[src/stc_regs.svh]
`ifndef STC_REGS_SVH
`define STC_REGS_SVH
`define STC_CLK_MHZ          50
// times in their printed units
`define STC_STUCK_MIN_MS     24
`define STC_STUCK_MAX_MS     39
`define STC_ADC_SETTLE_US    304
`define STC_SYNC_ABORT_MS    255
`define STC_HOLD_TRACK_MS    32
`define STC_SETUP_TRACK_MS   32
`define STC_DEC_TRACK_US     88
`define STC_GPIO_OUT_NS      2500
`define STC_SPIKE_NS         98
// derived cycle counts
`define STC_STUCK_CYC        (`STC_STUCK_MIN_MS * 1000 * `STC_CLK_MHZ)
`define STC_ADC_SETTLE_CYC   (`STC_ADC_SETTLE_US * `STC_CLK_MHZ)
`define STC_SYNC_ABORT_CYC   (`STC_SYNC_ABORT_MS * 1000 * `STC_CLK_MHZ)
`define STC_HOLD_TRACK_CYC   (`STC_HOLD_TRACK_MS * 1000 * `STC_CLK_MHZ)
`define STC_SETUP_TRACK_CYC  (`STC_SETUP_TRACK_MS * 1000 * `STC_CLK_MHZ)
`define STC_DEC_TRACK_CYC    (`STC_DEC_TRACK_US * `STC_CLK_MHZ)
`define STC_SPIKE_CYC        ((`STC_SPIKE_NS * `STC_CLK_MHZ + 999) / 1000)
`define STC_SAMPLE_EDGE      26
`define STC_UPDATE_EDGE      35
`define STC_DELAY_W          10
`endif

[src/stc_pkg.sv]
package stc_pkg;
   typedef enum logic [2:0] {
      STC_TRK_IDLE  = 3'b000,
      STC_TRK_SYNC  = 3'b001,
      STC_TRK_HOLD  = 3'b010,
      STC_TRK_SETUP = 3'b011,
      STC_TRK_RAMP  = 3'b100
   } stc_trk_state_t;
   typedef struct packed {
      logic scl;
      logic sda;
   } stc_bus_t;
   typedef struct packed {
      logic gpio1;
      logic gpio0;
   } stc_gpio_t;
endpackage

[src/stc_glitch_filter.sv]
`timescale 1ns/1ps
// passes a level only after it holds for more than CYC cycles
module stc_glitch_filter #(
   parameter int CYC = 5
) (
   input  wire logic mclk,
   input  wire logic resetn,
   input  wire logic din,
   output logic      dout
);
   initial begin
      if (CYC < 1 || CYC > 255) $error("stc_glitch_filter: CYC must be 1 to 255");
   end
   logic       s1_ff;
   logic       s2_ff;
   logic [7:0] cnt_ff;
   logic       out_ff;
   assign dout = out_ff;
   always_ff @(posedge mclk) begin
      if (!resetn) begin
         s1_ff <= 1'b1;
         s2_ff <= 1'b1;
      end else begin
         s1_ff <= din;
         s2_ff <= s1_ff;
      end
   end
   always_ff @(posedge mclk) begin
      if (!resetn) begin
         cnt_ff <= 8'h00;
         out_ff <= 1'b1;
      end else if (s2_ff == out_ff) begin
         cnt_ff <= 8'h00;
      end else if (cnt_ff >= 8'(CYC)) begin
         out_ff <= s2_ff;
         cnt_ff <= 8'h00;
      end else begin
         cnt_ff <= cnt_ff + 8'h01;
      end
   end
endmodule

[src/stc_timing_ctrl.sv]
`timescale 1ns/1ps
`include "stc_regs.svh"
module stc_timing_ctrl #(
   parameter int STUCK_CYC       = `STC_STUCK_CYC,
   parameter int SYNC_ABORT_CYC  = `STC_SYNC_ABORT_CYC,
   parameter int HOLD_TRACK_CYC  = `STC_HOLD_TRACK_CYC,
   parameter int SETUP_TRACK_CYC = `STC_SETUP_TRACK_CYC,
   parameter int ADC_SETTLE_CYC  = `STC_ADC_SETTLE_CYC,
   parameter int DEC_TRACK_CYC   = `STC_DEC_TRACK_CYC
) (
   input  wire logic                     mclk,
   input  wire logic                     resetn,
   input  wire stc_pkg::stc_bus_t        bus_in,
   input  wire logic                     cmd_done,
   input  wire logic                     pin_read_cmd,
   input  wire logic                     pin_write_cmd,
   input  wire stc_pkg::stc_gpio_t       pin_write_val,
   input  wire stc_pkg::stc_gpio_t       gpio_in,
   input  wire logic                     gpio_cfg_in,
   input  wire logic                     adc_chan_change,
   input  wire logic                     sync_cmd,
   input  wire logic                     track_on_cmd,
   input  wire logic                     track_off_cmd,
   input  wire logic [`STC_DELAY_W-1:0]  track_delay_init,
   output logic                          bus_abort,
   output logic                          sda_release,
   output logic                          adc_start_ok,
   output stc_pkg::stc_gpio_t            gpio_read_val,
   output stc_pkg::stc_gpio_t            gpio_oe,
   output logic                          gpio_cfg_oe,
   output logic                          trim_current_dac_connected,
   output logic [`STC_DELAY_W-1:0]       channel_track_delay_count,
   output logic                          sync_pending,
   output logic [5:0]                    scl_edge_count
);
   initial begin
      if (STUCK_CYC < 1 || SYNC_ABORT_CYC < 1 || HOLD_TRACK_CYC < 1 ||
          SETUP_TRACK_CYC < 1 || ADC_SETTLE_CYC < 1 || DEC_TRACK_CYC < 1)
         $error("stc_timing_ctrl: counts must be at least 1");
      if (STUCK_CYC >= 2**31 - 1) $error("stc_timing_ctrl: count too large");
      if (ADC_SETTLE_CYC > 65535 || DEC_TRACK_CYC > 65536)
         $error("stc_timing_ctrl: settle or step count exceeds its 16-bit counter");
   end

   logic scl_f;
   logic sda_f;
   stc_glitch_filter #(.CYC(`STC_SPIKE_CYC)) u_scl_flt (
      .mclk   (mclk),
      .resetn (resetn),
      .din    (bus_in.scl),
      .dout   (scl_f)
   );
   stc_glitch_filter #(.CYC(`STC_SPIKE_CYC)) u_sda_flt (
      .mclk   (mclk),
      .resetn (resetn),
      .din    (bus_in.sda),
      .dout   (sda_f)
   );

   logic scl_d_ff;
   logic sda_d_ff;
   always_ff @(posedge mclk) begin
      if (!resetn) begin
         scl_d_ff <= 1'b1;
         sda_d_ff <= 1'b1;
      end else begin
         scl_d_ff <= scl_f;
         sda_d_ff <= sda_f;
      end
   end
   wire scl_rise = scl_f & ~scl_d_ff;
   wire start_c  = scl_f & scl_d_ff & sda_d_ff & ~sda_f;
   wire stop_c   = scl_f & scl_d_ff & ~sda_d_ff & sda_f;

   // transaction activity and edge counter
   logic        active_ff;
   logic [31:0] stuck_cnt_ff;
   always_ff @(posedge mclk) begin
      if (!resetn) begin
         active_ff      <= 1'b0;
         scl_edge_count <= 6'h00;
      end else if (start_c) begin
         active_ff      <= 1'b1;
         scl_edge_count <= 6'h00;
      end else if (stop_c || cmd_done || bus_abort) begin
         active_ff      <= 1'b0;
      end else if (active_ff && scl_rise && scl_edge_count != 6'h3f) begin
         scl_edge_count <= scl_edge_count + 6'h01;
      end
   end

   // stuck bus timer
   always_ff @(posedge mclk) begin
      if (!resetn) begin
         stuck_cnt_ff <= 32'h0;
         bus_abort    <= 1'b0;
         sda_release  <= 1'b0;
      end else begin
         bus_abort   <= 1'b0;
         sda_release <= 1'b0;
         if (!active_ff || start_c) begin
            stuck_cnt_ff <= 32'h0;
         end else if (stuck_cnt_ff == 32'(STUCK_CYC - 1)) begin
            stuck_cnt_ff <= 32'h0;
            bus_abort    <= 1'b1;
            sda_release  <= 1'b1;
         end else begin
            stuck_cnt_ff <= stuck_cnt_ff + 32'h1;
         end
      end
   end

   // pin read sample and pin write update
   wire at_edge26 = active_ff && scl_rise && scl_edge_count == 6'(`STC_SAMPLE_EDGE - 1);
   wire at_edge35 = active_ff && scl_rise && scl_edge_count == 6'(`STC_UPDATE_EDGE - 1);
   logic cfg_seen_ff;
   always_ff @(posedge mclk) begin
      if (!resetn) begin
         gpio_read_val <= '0;
      end else if (at_edge26 && pin_read_cmd) begin
         gpio_read_val <= gpio_in;
      end
   end
   always_ff @(posedge mclk) begin
      if (!resetn) begin
         gpio_oe     <= '0;
         cfg_seen_ff <= 1'b0;
      end else if (!cfg_seen_ff) begin
         cfg_seen_ff <= 1'b1;
         gpio_oe     <= gpio_cfg_in ? 2'b11 : 2'b00;
      end else if (at_edge35 && pin_write_cmd) begin
         gpio_oe.gpio0 <= ~pin_write_val.gpio0;
         gpio_oe.gpio1 <= ~pin_write_val.gpio1;
      end
   end

   // adc settle
   logic [15:0] settle_cnt_ff;
   always_ff @(posedge mclk) begin
      if (!resetn) begin
         settle_cnt_ff <= 16'h0;
         adc_start_ok  <= 1'b0;
      end else if (adc_chan_change) begin
         settle_cnt_ff <= 16'(ADC_SETTLE_CYC);
         adc_start_ok  <= 1'b0;
      end else if (settle_cnt_ff > 16'h1) begin
         settle_cnt_ff <= settle_cnt_ff - 16'h1;
      end else begin
         settle_cnt_ff <= 16'h0;
         adc_start_ok  <= 1'b1;
      end
   end

   // tracking sequencer
   stc_pkg::stc_trk_state_t state_ff;
   logic [31:0] tcnt_ff;
   logic [15:0] tick_ff;
   always_ff @(posedge mclk) begin
      if (!resetn) begin
         state_ff                   <= stc_pkg::STC_TRK_IDLE;
         tcnt_ff                    <= 32'h0;
         tick_ff                    <= 16'h0;
         sync_pending               <= 1'b0;
         gpio_cfg_oe                <= 1'b0;
         trim_current_dac_connected <= 1'b1;
         channel_track_delay_count  <= '0;
      end else begin
         unique case (state_ff)
            stc_pkg::STC_TRK_IDLE: begin
               tcnt_ff <= 32'h0;
               if (sync_cmd) begin
                  state_ff     <= stc_pkg::STC_TRK_SYNC;
                  sync_pending <= 1'b1;
               end
            end
            stc_pkg::STC_TRK_SYNC: begin
               if (track_on_cmd || track_off_cmd) begin
                  sync_pending <= 1'b0;
                  tcnt_ff      <= 32'h0;
                  gpio_cfg_oe  <= track_on_cmd;
                  channel_track_delay_count <= track_delay_init;
                  state_ff <= track_on_cmd ? stc_pkg::STC_TRK_HOLD
                                           : stc_pkg::STC_TRK_SETUP;
               end else if (tcnt_ff == 32'(SYNC_ABORT_CYC - 1)) begin
                  sync_pending <= 1'b0;
                  state_ff     <= stc_pkg::STC_TRK_IDLE;
               end else begin
                  tcnt_ff <= tcnt_ff + 32'h1;
               end
            end
            stc_pkg::STC_TRK_HOLD: begin
               if (tcnt_ff == 32'(HOLD_TRACK_CYC - 1)) begin
                  trim_current_dac_connected <= 1'b0;
                  state_ff <= stc_pkg::STC_TRK_IDLE;
               end else begin
                  tcnt_ff <= tcnt_ff + 32'h1;
               end
            end
            stc_pkg::STC_TRK_SETUP: begin
               if (tcnt_ff == 32'(SETUP_TRACK_CYC - 1)) begin
                  tick_ff  <= 16'h0;
                  state_ff <= stc_pkg::STC_TRK_RAMP;
               end else begin
                  tcnt_ff <= tcnt_ff + 32'h1;
               end
            end
            stc_pkg::STC_TRK_RAMP: begin
               if (channel_track_delay_count == '0) begin
                  state_ff <= stc_pkg::STC_TRK_IDLE;
               end else if (tick_ff == 16'(DEC_TRACK_CYC - 1)) begin
                  tick_ff <= 16'h0;
                  channel_track_delay_count <= channel_track_delay_count - 10'h001;
               end else begin
                  tick_ff <= tick_ff + 16'h1;
               end
            end
            default: state_ff <= stc_pkg::STC_TRK_IDLE;
         endcase
      end
   end

   chk_stuck_abort: assert property (@(posedge mclk) disable iff (!resetn)
      active_ff && !start_c && stuck_cnt_ff == 32'(STUCK_CYC - 1) |=> bus_abort)
      else $error("stuck timeout did not abort");
   chk_edge_reset: assert property (@(posedge mclk) disable iff (!resetn)
      start_c |=> scl_edge_count == 6'h00)
      else $error("edge count not cleared at start");
   chk_pin_update: assert property (@(posedge mclk) disable iff (!resetn)
      cfg_seen_ff && at_edge35 && pin_write_cmd |=> gpio_oe == ~$past(pin_write_val))
      else $error("pin write not applied");
   chk_pin_sample: assert property (@(posedge mclk) disable iff (!resetn)
      at_edge26 && pin_read_cmd |=> gpio_read_val == $past(gpio_in))
      else $error("pin read not sampled");
   chk_adc_settle: assert property (@(posedge mclk) disable iff (!resetn)
      adc_chan_change |=> !adc_start_ok [*2])
      else $error("adc started without settling");
   chk_sync_abort: assert property (@(posedge mclk) disable iff (!resetn)
      state_ff == stc_pkg::STC_TRK_SYNC && !track_on_cmd && !track_off_cmd &&
      tcnt_ff == 32'(SYNC_ABORT_CYC - 1) |=> !sync_pending)
      else $error("sync not aborted");
   chk_dac_hold: assert property (@(posedge mclk) disable iff (!resetn)
      state_ff == stc_pkg::STC_TRK_HOLD |-> trim_current_dac_connected)
      else $error("dac disconnected early");
   chk_no_ramp_early: assert property (@(posedge mclk) disable iff (!resetn)
      state_ff == stc_pkg::STC_TRK_SETUP |=> $stable(channel_track_delay_count))
      else $error("delay changed during setup wait");
   chk_ramp_step: assert property (@(posedge mclk) disable iff (!resetn)
      state_ff == stc_pkg::STC_TRK_RAMP && channel_track_delay_count != '0 &&
      tick_ff == 16'(DEC_TRACK_CYC - 1)
      |=> channel_track_delay_count == $past(channel_track_delay_count) - 10'h001)
      else $error("ramp step wrong");
   chk_cfg_reset: assert property (@(posedge mclk) disable iff (!resetn)
      !cfg_seen_ff |=> gpio_oe == {2{$past(gpio_cfg_in)}})
      else $error("config default not applied");
   cov_abort:  cover property (@(posedge mclk) bus_abort);
   cov_write:  cover property (@(posedge mclk) at_edge35 && pin_write_cmd);
   cov_ramp:   cover property (@(posedge mclk) state_ff == stc_pkg::STC_TRK_RAMP);
   cov_disc:   cover property (@(posedge mclk) $fell(trim_current_dac_connected));
endmodule

[config.mk]
export PLATFORM = sky130hd
export DESIGN_NAME = stc_timing_ctrl
export DESIGN_NICKNAME = d
export VERILOG_FILES = /design/src/stc_pkg.sv /design/src/stc_glitch_filter.sv /design/src/stc_timing_ctrl.sv
export VERILOG_INCLUDE_DIRS = /design/src
export SDC_FILE = /design/constraint.sdc
export NUM_CORES = 1
export LEC_CHECK = 0
export BUFFER_PORTS_ARGS = -buffer_cell sky130_fd_sc_hd__buf_2
export CAP_MARGIN = 20
export CORE_ASPECT_RATIO = 1.75
export CORE_MARGIN = 2
export CORE_UTILIZATION = 46
export DETAILED_ROUTE_END_ITERATION = 10
export PLACE_DENSITY = 0.73
export SKIP_CTS_REPAIR_TIMING = 1
export SYNTH_ARGS = -nofsm -noshare
export SYNTH_HDL_FRONTEND = slang
export SYNTH_SLANG_ARGS = --single-unit
[constraint.sdc]
create_clock -name mclk -period 2.45 [get_ports mclk]
set_clock_uncertainty 0.05 [all_clocks]
set_input_delay 0.49 -clock mclk [delete_from_list [all_inputs] [get_ports mclk]]
set_output_delay 0.49 -clock mclk [all_outputs]
set_load 0.01 [all_outputs]
## Word level (Yosys, flattened, before mapping)

Index checks and enable logic that the tools add are counted.

| word-level totals | value |
|---|---|
| bits in registers | 150 |
| bits in latches | 0 |
| memory bits (writable) | 0 |
| ROM bits | 0 |
| input port bits | 26 |
| output and inout bits | 26 |
| word-level logic and storage cells | 149 |
| memories kept | 0 |

| cells by class | value |
|---|---|
| add/subtract/negate cells | 8 |
| $mul | 0 |
| div/mod/pow operators | 0 |
| order comparisons | 3 |
| equal/unequal tests | 24 |
| shift-type cells | 0 |
| muxes and demuxes | 33 |
| bitwise gates (word level) | 16 |
| reductions and logical operators | 36 |

Operators by type and width:

| kind | count |
|---|---|
| $mux 32 | 3 |
| $pmux 32 s3 | 1 |
| $add 32x1->32 const B | 2 |
| $eq 32x21->1 const B | 2 |
| $mux 16 | 3 |
| $eq 32x24->1 const B | 1 |
| $pmux 16 s2 | 1 |
| $mux 10 | 3 |
| $mux 14 | 2 |
| $pmux 10 s2 | 1 |
| $mux 3 | 6 |
| $add 16x1->16 const B | 1 |
| $add 8x1->8 const B | 2 |
| $eq 16x13->1 const B | 1 |
| $ge 8x3->1 const B | 2 |
| $gt 16x1->1 const B | 1 |
| $ne 2x2->1 const B | 8 |
| $sub 16x1->16 const B | 1 |
| $pmux 3 s5 | 1 |
| $reduce_or 3->1 | 4 |
| $logic_not 10->1 | 1 |
| $not 1->1 | 10 |
| $reduce_and 2->1 | 5 |
| $sub 10x1->10 const B | 1 |
| 24 further kinds | 57 |

## Depth between registers and ports, before layout

| logic depth | value |
|---|---|
| depth in word-level cells | 7 |
| mapped depth | 9 |
| gate-level depth less buffers | 7 |

## Modules after synthesis

Synthesis repeated with hierarchy kept, for this count alone.

| unflattened totals | value |
|---|---|
| cell total of the unflattened synthesis | 844 |
| area, all modules | 7269.5 um^2 |

By module, submodules not included:

| module | times used | cells each | area each (um^2) | sequential area each (um^2) |
|---|---|---|---|---|
| stc_timing_ctrl | 1 | 774 | 6433.7 | 2562.5 |
| stc_glitch_filter | 2 | 35 | 417.9 | 220.2 |

## Worst setup path before layout

OpenSTA, ideal clock, no wires.

| timing | value |
|---|---|
| path kind | flip-flop to flip-flop |
| start | reg tcnt_ff[0] |
| end | reg tick_ff[10] |
| library setup time | 0.079 ns |
| data arrival time | 1.995 ns |
| data required time | 2.321 ns |
| slack | 0.326 ns |
| cell stages (with the launch flop) | 8 |
| path buffers | 0 |
| period minus slack after synthesis | 2.124 ns |
| cells stage by stage | dfxtp_1 > ha_1 > and4_1 > nand3_1 > nor4_4 > o21ai_0 > or3_1 > o211ai_1 |

| between the ends | value |
|---|---|
| cells in the longest elaborated chain, start to end | 3 |

RTL lines:

| what | RTL line | source |
|---|---|---|
| start, declared | stc_timing_ctrl.sv:156 | `logic [31:0] tcnt_ff;` |
| start signal, assigned | stc_timing_ctrl.sv:188 | `tcnt_ff <= tcnt_ff + 32'h1;` |
| start signal, assigned | stc_timing_ctrl.sv:196 | `tcnt_ff <= tcnt_ff + 32'h1;` |
| start signal, assigned | stc_timing_ctrl.sv:204 | `tcnt_ff <= tcnt_ff + 32'h1;` |
| $eq 32x21->1 | stc_timing_ctrl.sv:200 | `if (tcnt_ff == 32'(SETUP_TRACK_CYC - 1)) begin` |
| $ne 2x2->1 (no line) | -- |  |
| $reduce_and 3->1 (no line) | -- |  |
| end signal, assigned | stc_timing_ctrl.sv:214 | `tick_ff <= tick_ff + 16'h1;` |
| end, declared | stc_timing_ctrl.sv:157 | `logic [15:0] tick_ff;` |

Every way passes these cells.
A chain may end at the register's enable or synchronous reset.

## Final worst setup path

| timing | value |
|---|---|
| start | reg tcnt_ff[0] |
| end | reg tcnt_ff[12] |

| between the ends | value |
|---|---|
| cells in the longest elaborated chain, start to end | 4 |
| elaborated cells between the ends (all ways) | 10 |
| classes of those cells | add/sub (1); eq/ne (4); mux (4); reduce/logical (1) |

RTL lines:

| what | RTL line | source |
|---|---|---|
| $add 32x1->32 | stc_timing_ctrl.sv:188, stc_timing_ctrl.sv:196, stc_timing_ctrl.sv:204 |  |
| $mux 32 | stc_timing_ctrl.sv:184 | `end else if (tcnt_ff == 32'(SYNC_ABORT_CYC - 1)) begin` |
| $mux 32 | stc_timing_ctrl.sv:177 | `if (track_on_cmd \|\| track_off_cmd) begin` |
| $pmux 32 s3 | stc_timing_ctrl.sv:168 | `unique case (state_ff)` |

Several ways; a longest one is shown, not always the timed one. The select of a mux whose other input is x is not followed.

==> flow_summary.toml <==
[sta]
post-route-period-util = 0.938
hold_violations = 0
fin_tns_setup_ns = 0
rsz0062_at_grt = "no"
finalCriticalPeriod_ns = 2.30
setup_viol = 0
drv_slew = 0
fmax_mhz = 435
setup_ws_ns = 0.152

[worst_setup_path]
crit_type = "flop to flop"
cp_max_fo = 16
timing.rr.end = "tcnt_ff[12]"
start_kind = "flop"
crit_end = "tcnt_ff[12]"
crit_required_ns = 2.76
ff2ff_path_depth = 8
rrSetupSlack_ns = 0.15
crit-reg2reg-launch = "tcnt_ff[0]"
end_kind = "flop"
crit_arrival_ns = 2.60
cp-startpoint = "tcnt_ff[0]"

[detailed_routing]
drtIter0Drc = 346
drt_first_pass_iters = 4
vias = 6194
drc = 0
drtAntennaViolNets = 0
wire_per_inst_um = 14.3
wl_mm = 15.9
via_per_inst = 5.58

[status]
outcome = "finished clean"

[layout]
final-seq-area_um2 = 3000
drive_gt1_frac = 0.144
fillerInstances = 1408
multi_input_area_um2 = 3860
stdcell_area_um2 = 8310
final_core_util = 0.546
final_nets = 953
diodes = 0
syn2layout_area_growth_pct = 17.2

[place]
numPortBuffers = 51
dp_hpwl_mm = 11.8
dpl_cell_area_um2 = 7710
routabilityCongestion = 0.962
dp_worst_setup_slack_ns = 0.145

[cts]
cts_tree = "built"
clockBufferDepth = 2
numCtsBuffers = 17
clkTransAtPathRegs_ns = 0.07
worstSkewPairLatency_ns = 0.43
clockRootBuffer = "clkbuf_16"
clock_sinks = 150
htree_levels = 4

[job]
cap_viol_max_count = 0

[logic_synthesis]
synth_seq_cells = 150
syn_area_um2 = 7100
synth_cells = 837
syn_area_per_cell_um2 = 8.48
synth_cell_types = 60
yosysWarnings = 0
synth_top_flop_cell = "dfxtp_1"
ys_async_sr_fraction = 0
synth-seq-area-share = 0.423
synth_edf_count = 0

[grt]
grt_overflow_total = 0
grt_usage = 0.198
grt_pass1_vias = 5896
antenna_found_initial = 0
grt_pass1_wl_mm = 27.1
grt_max_degree = 33

[die]
die-area_um2 = 16500
initial_core_util = 0.466
rows = 60
ios = 52
core_area_um2 = 15200
fp.dieH_um = 168
die_x_um = 97.9

[hold_path]
hp-class = "input port to flop"

[power]
total_power_mw = 6.14
p_leak_nw = 3.03
peakVddDrop_uv = 397
power_density_nw_per_um2 = 739
-- cells by family after synthesis --
logic type / Yosys count / share of synthesized area
fa+ha+maj: 16 / 0.0282
simple gates: 388 / 0.290
flops: 150 / 0.423
buf+inv: 63 / 0.0372
xor+xnor: 70 / 0.0864
mux: 6 / 0.00846
compound gates: 143 / 0.126
other cells: 1 / 0.000528
-- sequential cells by signal, indices dropped and copies added, names as in the netlist, 2 cells and up --
signal / cells
settle_cnt_ff: 16
scl_edge_count: 6
u_scl_flt.cnt_ff: 8
u_sda_flt.cnt_ff: 8
tcnt_ff: 32
channel_track_delay_count: 10
gpio_oe: 2
gpio_read_val: 2
tick_ff: 16
stuck_cnt_ff: 32
state_ff: 3
-- cell usage in the layout (no fill, tap or decap), types with 6 or more instances in the layout --
| cell | count |
|---|---|
| nand2_1 | 56 |
| o31ai_1 | 7 |
| and3_1 | 17 |
| o21ai_0 | 47 |
| dfxtp_1 | 150 |
| nor4b_1 | 6 |
| nor4_1 | 9 |
| nor3_1 | 24 |
| and2_1 | 9 |
| buf_4 | 31 |
| nor2b_1 | 7 |
| mux2i_1 | 6 |
| o211ai_1 | 8 |
| nor2_1 | 113 |
| nand3_1 | 42 |
| or4_1 | 8 |
| o21a_1 | 10 |
| and4_1 | 6 |
| inv_1 | 28 |
| a21oi_1 | 35 |
| xor2_1 | 43 |
| nand4_1 | 28 |
| ha_1 | 16 |
| or3_1 | 26 |
| buf_2 | 51 |
| conb_1 | 8 |
| xnor2_1 | 27 |
| nand2b_1 | 12 |
| clkbuf_16 | 17 |
-- synthesized netlist by cell type, types with 7 or more instances --
cell,n,share of area
nor2b_1,7,0.0062
nor4_1,9,0.0079
o211ai_1,8,0.0085
xor2_1,43,0.053
nand2b_1,12,0.011
ha_1,16,0.028
nor2_1,113,0.060
or4_1,8,0.0085
and2_1,10,0.0088
o31ai_1,7,0.0074
a21oi_1,35,0.025
dfxtp_1,150,0.42
o21ai_0,47,0.033
nor3_1,24,0.017
xnor2_1,27,0.033
inv_1,28,0.015
nand4_1,28,0.025
o21a_1,10,0.011
or3_1,26,0.023
nand3_1,42,0.030
nand2_1,56,0.030
buf_2,7,0.0049
and3_1,17,0.015
clkbuf_1,22,0.012
-- worst max-delay path: stages, from the launching register on --
cell and delay, ns:
dfxtp_1 0.35, ha_1 0.23, and4_1 0.24, nand3_1 0.23
o32a_1 0.22, o21ai_1 0.09, buf_4 0.20, or4_1 0.47
a21oi_1 0.15
-- metal layers --
metal	share of wire	global-route usage	vias to the layer above
met5	0	0	-
met4	0.034	0.106	0
met3	0.040	0.0432	44
met2	0.53	0.362	121
met1	0.39	0.208	2931
li1	-	-	3098
-- where the power goes --
part | internal, mW | switching (mW) | total (mW)
Sequential | 2.56 | 0.131 | 2.69
Combinational | 0.356 | 0.514 | 0.871
Clock | 1.38 | 1.20 | 2.58
Total | 4.29 | 1.85 | 6.14
-- worst min-delay path by stage --
stage                                from               to  slack, ns  depth (start not counted)
after floorplan           u_scl_flt.s1_ff  u_scl_flt.s2_ff       0.34                          1
after global placement    u_sda_flt.s1_ff  u_sda_flt.s2_ff       0.35                          1
after detailed placement  u_sda_flt.s1_ff  u_sda_flt.s2_ff       0.35                          1
after CTS                       bus_in[0]  u_sda_flt.s1_ff       0.19                          2
after global routing            bus_in[1]  u_scl_flt.s1_ff       0.22                          2
final                           bus_in[0]  u_sda_flt.s1_ff       0.20                          2
-- layout make-up --
type | instances | area share
clock buffer | 17 | 0.0512
clock inverter | 15 | 0.0215
inverter | 28 | 0.0126
multi-input combinational | 631 | 0.464
sequential | 150 | 0.361
tap | 186 | 0.0280
timing repair buffer | 83 | 0.0611
-- metrics by stage --
stage | std cells | hold slack [ns]
final | 1110 | 0.198
after global routing | 1110 | 0.216
after CTS | 1110 | 0.187
after detailed placement | 1078 | 0.352
after global placement | 1078 | 0.345
after floorplan | 844 | 0.336
Power figures use the tool's default switching activity.
